## src/rtl/ext_pin_change_input_defines.vh

```
// Offsets, field positions, reset values and codes for the flag block
//
// ==========================================================================
// Contract
// - Line 2, 1 or 0 sets its flag when its selected trigger occurs.
// - Line vector requested only with flag, mask bit and global enable; low-level mode requests from the low pin with no flag.
// - Executing a line or group routine clears the matching flag.
// - Writing one clears a flag bit; writing zero leaves it unchanged.
// - A line flag stays zero while low-level sensing is selected.
// - Group enables 0..3 cover inputs 7:0, 15:8, 23:16, 31:24; own vectors.
// - Any change on an enabled input of a group sets the group flag.
// - Group vector requested only with flag, group enable, global enable.
// - One mask bit per input in four 8-bit masks; cleared bit blocks it.
// - Change detected only when mask bit and group enable are both set.
// - Flag registers decode at data offset and at I/O address minus 0x20.
// - Registers at or above 0x60 reachable only by data-space accesses.
// - Sense code: 00 low level, 01 any change, 10 falling, 11 rising.
// - Line triggers are detected even when the pin drives as output.
// - Pins are sampled before edge detection; longer pulses always count.
`ifndef EXT_PIN_CHANGE_INPUT_DEFINES_VH
`define EXT_PIN_CHANGE_INPUT_DEFINES_VH

// ==========================================================================
// Data-space offsets
`define OFS_PC_FLAG 8'h3B
`define OFS_EXT_FLAG 8'h3C
`define OFS_EXT_MASK 8'h3D
`define OFS_PC_ENABLE 8'h68
`define OFS_LINE_SENSE 8'h69
`define OFS_PC_MASK0 8'h6B
`define OFS_PC_MASK1 8'h6C
`define OFS_PC_MASK2 8'h6D
`define OFS_PC_MASK3 8'h73

// ==========================================================================
// Address spaces
`define IO_SPACE_BASE 8'h20
`define EXT_IO_START 8'h60

// ==========================================================================
// Reset values
`define RST_REG8 8'h00
`define RST_SENSE 6'h00

// ==========================================================================
// Sense codes, two bits per line
`define SENSE_LOW 2'h0
`define SENSE_ANY 2'h1
`define SENSE_FALL 2'h2
`define SENSE_RISE 2'h3

// ==========================================================================
// Field positions in the request and acknowledge vectors
`define VEC_EXT_LSB 0
`define VEC_PC_LSB 3

`endif

```

## src/rtl/pin_sample_sync.v

```verilog
// Pin synchroniser with previous-sample stage for change detection
module pin_sample_sync #(
    parameter WIDTH = 8
) (
    input wire clk_i,               // System clock
    input wire rst_b_i,             // Synchronous reset, active low
    input wire [WIDTH-1:0] pin_i,   // Raw pin levels
    output reg [WIDTH-1:0] cur_o,   // Synchronised sample
    output reg [WIDTH-1:0] prev_o   // Sample one cycle older
);

    reg [WIDTH-1:0] meta_r;

    // ======================================================================
    // Two-stage synchroniser, then one more stage to compare against
    // Only cur_o reads meta_r, so no logic sees a metastable level.
    always @(posedge clk_i) begin
        if (!rst_b_i) begin
            meta_r <= {WIDTH{1'b0}};
            cur_o <= {WIDTH{1'b0}};
            prev_o <= {WIDTH{1'b0}};
        end else begin
            meta_r <= pin_i;
            cur_o <= meta_r;
            prev_o <= cur_o;
        end
    end

endmodule

```

## src/rtl/line_sense_decode.v

```verilog
// Trigger decode for one external line from its two-bit sense code
`include "ext_pin_change_input_defines.vh"

module line_sense_decode (
    input wire cur_i,          // Synchronised level
    input wire prev_i,         // Previous level
    input wire [1:0] sense_i,  // Sense selection
    output reg trig_o,         // Edge or change trigger this cycle
    output wire level_mode_o,  // Low-level sensing selected
    output wire level_low_o    // Low-level request condition
);

    // ======================================================================
    // Pin direction is not an input here, so outputs trigger too
    always @* begin
        case (sense_i)
            `SENSE_ANY: trig_o = cur_i ^ prev_i;
            `SENSE_FALL: trig_o = prev_i & ~cur_i;
            `SENSE_RISE: trig_o = cur_i & ~prev_i;
            default: trig_o = 1'b0;
        endcase
    end

    // Level mode asks directly from the sampled pin, no flag involved
    assign level_mode_o = (sense_i == `SENSE_LOW);
    assign level_low_o = level_mode_o & ~cur_i;

endmodule

```

## src/rtl/ext_pin_change_input_flags.v

```verilog
// External line and pin-change flag, mask and request logic
`include "ext_pin_change_input_defines.vh"

module ext_pin_change_input_flags #(
    parameter LINES = 3,
    parameter GROUPS = 4,
    parameter GROUP_W = 8
) (
    input wire SYS_CLK_I,                    // System clock, 25 MHz
    input wire RST_B_I,                      // Sync reset, active low
    input wire [LINES-1:0] EXT_LINE_I,       // External line pins
    input wire [GROUPS*GROUP_W-1:0] PIN_CHANGE_I, // Pin-change inputs
    input wire [7:0] ADDR_I,                 // Register address
    input wire IO_SPACE_I,                   // High: I/O-space address
    input wire WR_EN_I,                      // Write strobe, one cycle
    input wire RD_EN_I,                      // Read strobe, one cycle
    input wire [7:0] WDATA_I,                // Write data
    output reg [7:0] RDATA_O,                // Read data, next cycle
    input wire GLOBAL_EN_I,                  // Core global enable bit
    input wire [LINES+GROUPS-1:0] VEC_EXEC_I, // Routine executed, pulse
    output wire [LINES+GROUPS-1:0] VEC_REQ_O // Vector requests, level
);

    localparam PINS = GROUPS * GROUP_W;

    // ======================================================================
    // Register state
    reg [LINES-1:0] ext_flag_r;
    reg [LINES-1:0] ext_flag_nxt;
    reg [LINES-1:0] ext_mask_r;
    reg [2*LINES-1:0] line_sense_r;
    reg [GROUPS-1:0] pc_flag_r;
    reg [GROUPS-1:0] pc_flag_nxt;
    reg [GROUPS-1:0] pc_enable_r;
    reg [PINS-1:0] pc_mask_r;
    reg [7:0] rdata_nxt;

    wire [7:0] eff_addr;
    wire [LINES-1:0] ext_cur;
    wire [LINES-1:0] ext_prev;
    wire [LINES-1:0] ext_trig;
    wire [LINES-1:0] ext_level;
    wire [LINES-1:0] ext_low;
    wire [PINS-1:0] pc_cur;
    wire [PINS-1:0] pc_prev;
    wire [PINS-1:0] pc_change;
    wire [PINS-1:0] pc_armed;
    wire [GROUPS-1:0] pc_set;
    wire [LINES-1:0] ext_exec;
    wire [GROUPS-1:0] pc_exec;
    wire ext_extra;
    wire io_ok;
    wire wr_ext_flag;
    wire wr_ext_mask;
    wire wr_sense;
    wire wr_pc_flag;
    wire wr_pc_enable;

    // ======================================================================
    // Address decode
    // I/O-space numbers are 0x00..0x3F and map 0x20 higher, so they can
    // never reach the extended area; an I/O address above 0x3F is dropped.
    assign eff_addr = IO_SPACE_I ? ADDR_I + `IO_SPACE_BASE : ADDR_I;
    assign io_ok = ~IO_SPACE_I | (ADDR_I < 8'h40);
    assign ext_extra = ~IO_SPACE_I & (eff_addr >= `EXT_IO_START);

    assign wr_ext_flag = WR_EN_I & io_ok & (eff_addr == `OFS_EXT_FLAG);
    assign wr_ext_mask = WR_EN_I & io_ok & (eff_addr == `OFS_EXT_MASK);
    assign wr_pc_flag = WR_EN_I & io_ok & (eff_addr == `OFS_PC_FLAG);
    assign wr_sense = WR_EN_I & ext_extra & (eff_addr == `OFS_LINE_SENSE);
    assign wr_pc_enable = WR_EN_I & ext_extra &
        (eff_addr == `OFS_PC_ENABLE);

    // ======================================================================
    // Pin synchronisers, one for the lines and one for all pin-change inputs
    pin_sample_sync #(
        .WIDTH(LINES)
    ) u_ext_sync (
        .clk_i(SYS_CLK_I),
        .rst_b_i(RST_B_I),
        .pin_i(EXT_LINE_I),
        .cur_o(ext_cur),
        .prev_o(ext_prev)
    );

    pin_sample_sync #(
        .WIDTH(PINS)
    ) u_pc_sync (
        .clk_i(SYS_CLK_I),
        .rst_b_i(RST_B_I),
        .pin_i(PIN_CHANGE_I),
        .cur_o(pc_cur),
        .prev_o(pc_prev)
    );

    // ======================================================================
    // Sense decode per external line
    genvar gi;
    generate
        for (gi = 0; gi < LINES; gi = gi + 1) begin : g_line
            line_sense_decode u_dec (
                .cur_i(ext_cur[gi]),
                .prev_i(ext_prev[gi]),
                .sense_i(line_sense_r[2*gi+1:2*gi]),
                .trig_o(ext_trig[gi]),
                .level_mode_o(ext_level[gi]),
                .level_low_o(ext_low[gi])
            );
        end
    endgenerate

    // ======================================================================
    // Pin-change detection gated by mask bit and group enable
    assign pc_change = pc_cur ^ pc_prev;
    generate
        for (gi = 0; gi < GROUPS; gi = gi + 1) begin : g_grp
            // Group gi owns inputs gi*8+7 down to gi*8
            assign pc_armed[gi*GROUP_W +: GROUP_W] =
                pc_mask_r[gi*GROUP_W +: GROUP_W] &
                {GROUP_W{pc_enable_r[gi]}};
            assign pc_set[gi] =
                |(pc_change[gi*GROUP_W +: GROUP_W] &
                pc_armed[gi*GROUP_W +: GROUP_W]);
        end
    endgenerate

    // ======================================================================
    // Routine-executed pulses split by source
    assign ext_exec = VEC_EXEC_I[`VEC_EXT_LSB +: LINES];
    assign pc_exec = VEC_EXEC_I[`VEC_PC_LSB +: GROUPS];

    // ======================================================================
    // Flag next values
    // Set follows the exec and write-one clears, so a same-cycle clear never loses an event.
    always @* begin
        ext_flag_nxt = ext_flag_r;
        ext_flag_nxt = ext_flag_nxt & ~ext_exec;
        if (wr_ext_flag) begin
            ext_flag_nxt = ext_flag_nxt & ~WDATA_I[LINES-1:0];
        end
        ext_flag_nxt = ext_flag_nxt | ext_trig;
        ext_flag_nxt = ext_flag_nxt & ~ext_level;
        pc_flag_nxt = pc_flag_r & ~pc_exec;
        if (wr_pc_flag) begin
            pc_flag_nxt = pc_flag_nxt & ~WDATA_I[GROUPS-1:0];
        end
        pc_flag_nxt = pc_flag_nxt | pc_set;
    end

    // ======================================================================
    // Flag registers
    always @(posedge SYS_CLK_I) begin
        if (!RST_B_I) begin
            ext_flag_r <= {LINES{1'b0}};
            pc_flag_r <= {GROUPS{1'b0}};
        end else begin
            ext_flag_r <= ext_flag_nxt;
            pc_flag_r <= pc_flag_nxt;
        end
    end

    // ======================================================================
    // Control registers written by software
    always @(posedge SYS_CLK_I) begin
        if (!RST_B_I) begin
            ext_mask_r <= {LINES{1'b0}};
            line_sense_r <= `RST_SENSE;
            pc_enable_r <= {GROUPS{1'b0}};
            pc_mask_r <= {PINS{1'b0}};
        end else begin
            if (wr_ext_mask) begin
                ext_mask_r <= WDATA_I[LINES-1:0];
            end
            if (wr_sense) begin
                line_sense_r <= WDATA_I[2*LINES-1:0];
            end
            if (wr_pc_enable) begin
                pc_enable_r <= WDATA_I[GROUPS-1:0];
            end
            // Masks live only in the extended area
            if (WR_EN_I & ext_extra) begin
                case (eff_addr)
                    `OFS_PC_MASK0: pc_mask_r[7:0] <= WDATA_I;
                    `OFS_PC_MASK1: pc_mask_r[15:8] <= WDATA_I;
                    `OFS_PC_MASK2: pc_mask_r[23:16] <= WDATA_I;
                    `OFS_PC_MASK3: pc_mask_r[31:24] <= WDATA_I;
                    default: pc_mask_r <= pc_mask_r;
                endcase
            end
        end
    end

    // ======================================================================
    // Read mux; unmapped and reserved bits read as zero
    always @* begin
        rdata_nxt = `RST_REG8;
        if (io_ok && !ext_extra) begin
            case (eff_addr)
                `OFS_EXT_FLAG: rdata_nxt[LINES-1:0] = ext_flag_r;
                `OFS_EXT_MASK: rdata_nxt[LINES-1:0] = ext_mask_r;
                `OFS_PC_FLAG: rdata_nxt[GROUPS-1:0] = pc_flag_r;
                default: rdata_nxt = `RST_REG8;
            endcase
        end else if (ext_extra) begin
            case (eff_addr)
                `OFS_LINE_SENSE: rdata_nxt[2*LINES-1:0] = line_sense_r;
                `OFS_PC_ENABLE: rdata_nxt[GROUPS-1:0] = pc_enable_r;
                `OFS_PC_MASK0: rdata_nxt = pc_mask_r[7:0];
                `OFS_PC_MASK1: rdata_nxt = pc_mask_r[15:8];
                `OFS_PC_MASK2: rdata_nxt = pc_mask_r[23:16];
                `OFS_PC_MASK3: rdata_nxt = pc_mask_r[31:24];
                default: rdata_nxt = `RST_REG8;
            endcase
        end
    end

    // Read data held until the next read strobe
    always @(posedge SYS_CLK_I) begin
        if (!RST_B_I) begin
            RDATA_O <= `RST_REG8;
        end else if (RD_EN_I) begin
            RDATA_O <= rdata_nxt;
        end
    end

    // ======================================================================
    // Vector requests to the core
    // Level mode requests straight from the pin, so it lasts only while
    // the pin stays low; the core must take it before the level goes.
    assign VEC_REQ_O[`VEC_EXT_LSB +: LINES] =
        (ext_flag_r | ext_low) & ext_mask_r &
        {LINES{GLOBAL_EN_I}};
    assign VEC_REQ_O[`VEC_PC_LSB +: GROUPS] =
        pc_flag_r & pc_enable_r & {GROUPS{GLOBAL_EN_I}};

endmodule

```

## config.mk

```make
export PLATFORM = sky130hd
export DESIGN_NAME = ext_pin_change_input_flags
export DESIGN_NICKNAME = d
export VERILOG_FILES = /design/src/rtl/pin_sample_sync.v /design/src/rtl/line_sense_decode.v /design/src/rtl/ext_pin_change_input_flags.v
export VERILOG_INCLUDE_DIRS = /design/src /design/src/rtl
export SDC_FILE = /design/constraint.sdc
export NUM_CORES = 1
export LEC_CHECK = 0
export BUFFER_PORTS_ARGS = -buffer_cell sky130_fd_sc_hd__buf_2
export CORE_MARGIN = 10
export CORE_UTILIZATION = 50
export CTS_BUF_LIST = sky130_fd_sc_hd__clkbuf_4 sky130_fd_sc_hd__clkbuf_8
export CTS_CLUSTER_SIZE = 12
export DETAILED_ROUTE_END_ITERATION = 10
export HOLD_SLACK_MARGIN = 0.02
export PLACE_DENSITY_LB_ADDON = 0.1
export SYNTH_ARGS = -nofsm -noshare
export SYNTH_HDL_FRONTEND = slang
export SYNTH_HIERARCHICAL = 1
export SYNTH_SLANG_ARGS = --single-unit
```

## constraint.sdc

```tcl
create_clock -name SYS_CLK_I -period 3.4 [get_ports SYS_CLK_I]
set_input_delay 0.17 -clock SYS_CLK_I [delete_from_list [all_inputs] [get_ports SYS_CLK_I]]
set_output_delay 0.17 -clock SYS_CLK_I [all_outputs]
set_load 0.05 [all_outputs]
```

==> flow_summary.toml <==
[drt]
firstDrtPassIters = 5
wirelength_um = 15490
drc = 0
final_antenna_net_count = 0
wl_per_cell_um = 16.62
viasPerCell = 5.180
drtIter0Drc = 339
num_vias = 4828

[timing]
worst_slew_pin_slew_ns = 0.8198
drv_slew = 0
tns_ns = 0
slew_headroom_pct = 45.35
min_period_over_period_pct = 50.46
setup_viol = 0
finClkSkew_ns = 0.01182
fin_crit_ns = 1.716
hold_viol_final = 0
grt_setup_unrepaired = "no"
fmax_mhz = 582.9

[outcome]
status = "completed"

[worst_setup_path]
cp_num_buf_inv = 1
cp_top_family = "simple AND/OR/NAND/NOR gates"
critPathKind = "in -> reg"
cp-start-kind = "input pin"
setup.worst_path.end_class = "flop"
worstPathMaxFanout = 10
cpMaxStageDelayCell = "a32o_1"
max_stage_delay_ns = 0.41
required_ns = 3.77
crit_arrival_ns = 2.09
worstPathCellList = "buf_2 -> ha_1 -> xnor2_1 -> a32o_1 -> nor2b_4 -> and3_1 -> mux2i_1"

[cells_and_area]
diodes = 0
layout.cells.non_filler = 932
finalInstanceArea_sq_um = 7719
drive_above_1_share_pct = 18.29
utilization_pct = 60.92
syn_to_final_growth_pct = 18.70
nNetsFinal = 818

[synth]
synth_cell_type_count = 51
synth_area_leaders = "dfxtp_1 51%, and2_1 10%, xor2_1 4.3%"
yosys-top-cells-count = "165 x dfxtp_1, 105 x and2_1, 48 x nand2_1"
synth_flop_cell = "dfxtp_1"
yosysMostFrequentCell = "dfxtp_1"
netlist.area_leader.share_pct = 50.80
synth_edf_count = 0
syn_inst = 644
ys_ff_latch = 165
synth_area_sq_um = 6502
syn_avg_cell_area_sq_um = 10.10
async_reset_ff_share_pct = 0
ys.warnings.count = 6
yosysSeqAreaShare_pct = 50.80
syn_nets = 715
yosys.area.top_type = "dfxtp_1"

[place]
placed_cell_area_sq_um = 6913
place_inst = 861
gp_congestion = 0.9012
hpwl_um = 11120
port_buffers = 78

[floorplanning]
rows = 41
ios = 79
die_w_um = 134.0
coreArea_sq_um = 12670
start_util_pct = 51.32
die_y_um = 134.0
dieArea_sq_um = 17970

[global_routing]
grt_max_degree = 116
globalRouteOverflowTotal = 0
grt_pass1_vias = 4887
grt_use_total_pct = 17.47
grt_pass1_wl_um = 25140
antenna_found_initial = 0

[clocking]
cts_max_path_buffers = 2
post_cts_buffers = 0
htree_levels = 4
clockRootBuffer = "clkbuf_8"
cts_tree = "done"
cts_sinks = 165
clk_pin_slew_ns = 0.08
clock_latency_ns = 0.45
cts_buffers = 17

[power]
power_density_nw_per_um2 = 475.5
p_leak_nw = 3.329
p_total_w = 0.003670
ir_worst_vdd_mv = 0.3245

[job]
max_cap_violations = 0

[worst_hold_path]
hp-class = "in -> reg"
-- placed cells by master, fill, tap and decap left out, types with 3 or more instances in the layout --
master,synthesis,final
clkbuf_8,0,20
a2bb2oi_1,3,3
nand3_1,21,21
xor2_1,32,32
buf_2,11,77
and2_1,105,105
dfxtp_1,165,165
and3_1,7,7
clkinvlp_4,0,3
a21boi_0,8,8
dlygate4sd3_1,0,39
mux2i_1,23,23
mux2_2,6,6
a41o_1,4,4
nand2_1,48,48
a21oi_1,10,10
clkbuf_4,0,3
a31o_2,11,11
nor2b_1,8,8
buf_4,0,3
o221ai_1,4,4
a41oi_1,4,4
nor3_1,9,9
inv_1,15,15
nand2b_1,10,10
o21ai_0,23,23
nand3b_1,3,3
nor2_1,16,16
o211ai_1,3,3
a22oi_1,32,32
ha_1,7,7
o211a_1,6,6
-- cells by family (layout without fill, tap and decap cells) --
group	after synthesis	in the layout	synth area share [%]
buf+inv	50	166	4.137
compound gates	115	115	12.99
simple gates	245	245	21.70
fa+ha+maj	7	7	1.347
xor+xnor	33	33	4.445
mux	29	29	4.579
flops	165	165	50.80
-- layout make-up --
class,count,area [sq um]
multi-input cells,429,2930
repair buffers,119,798.3
fillers,1115,4952
inverters,15,56.30
flip-flops and latches,165,3303
well taps,172,215.2
clock buffers,23,297.8
clock inverters,9,117.6
-- report_power, final --
part | leakage [nW] | switching, W | internal [W]
sequential | 1.35 | 0.0000194 | 0.00198
clock | 0.204 | 0.000695 | 0.000743
combinational | 1.78 | 0.000118 | 0.000114
total | 3.33 | 0.000832 | 0.00284
-- metal layers --
layer  vias up  global-route usage [%]  part of all wire [%]  wire length (um)
li1       2417                       -                     -                 -
met1      2239                   21.38                    44              6874
met2       150                   28.61                    47              7315
met3        22                   4.630                   6.4               991
met4         0                   6.953                   2.0               306
met5         -                       0                     0                 0
-- worst paths after layout --
path                         from                   to  slack [ns]  cells past startpoint
max                     ADDR_I[5]       pc_enable_r[2]        1.68                      7
min                 VEC_EXEC_I[5]         pc_flag_r[2]        0.05                      3
max reg2reg       line_sense_r[1]           RDATA_O[1]        1.96                      5
min reg2reg  u_pc_sync/meta_r[15]  u_pc_sync/cur_o[15]        0.43                      1
-- state kept, by name, summed over array words and instances (netlist names) --
| signal | cells |
|---|---|
| RDATA_O | 8 |
| ext_flag_r | 3 |
| ext_mask_r | 3 |
| line_sense_r | 6 |
| pc_enable_r | 4 |
| pc_flag_r | 4 |
| pc_mask_r | 32 |
| u_ext_sync/cur_o | 3 |
| u_ext_sync/meta_r | 3 |
| u_ext_sync/prev_o | 3 |
| u_pc_sync/cur_o | 32 |
| u_pc_sync/meta_r | 32 |
| u_pc_sync/prev_o | 32 |
-- stage by stage --
stage | hold WS (ns) | setup WS, ns
CTS | 0.02553 | 1.696
finish | 0.04788 | 1.684
floorplan | 0.2917 | 1.730
global route | 0.04126 | 1.531
detailed placement | 0.3782 | 1.238
global placement | 0.3743 | 1.316
-- worst reg2reg max path: stages (launching register included) --
cell and delay, ns:
dfxtp_1 0.37, mux2i_1 0.19, a2bb2oi_1 0.20, o221ai_1 0.24, a22oi_1 0.22, o21ai_0 0.11
-- what timing repair did --
item                                   in CTS  in global routing
hold buffers                               39                  0
endpoints found under the hold margin      39                  0
resized for setup                           0                  0
No activity file was read; power rests on OpenSTA's default activity.
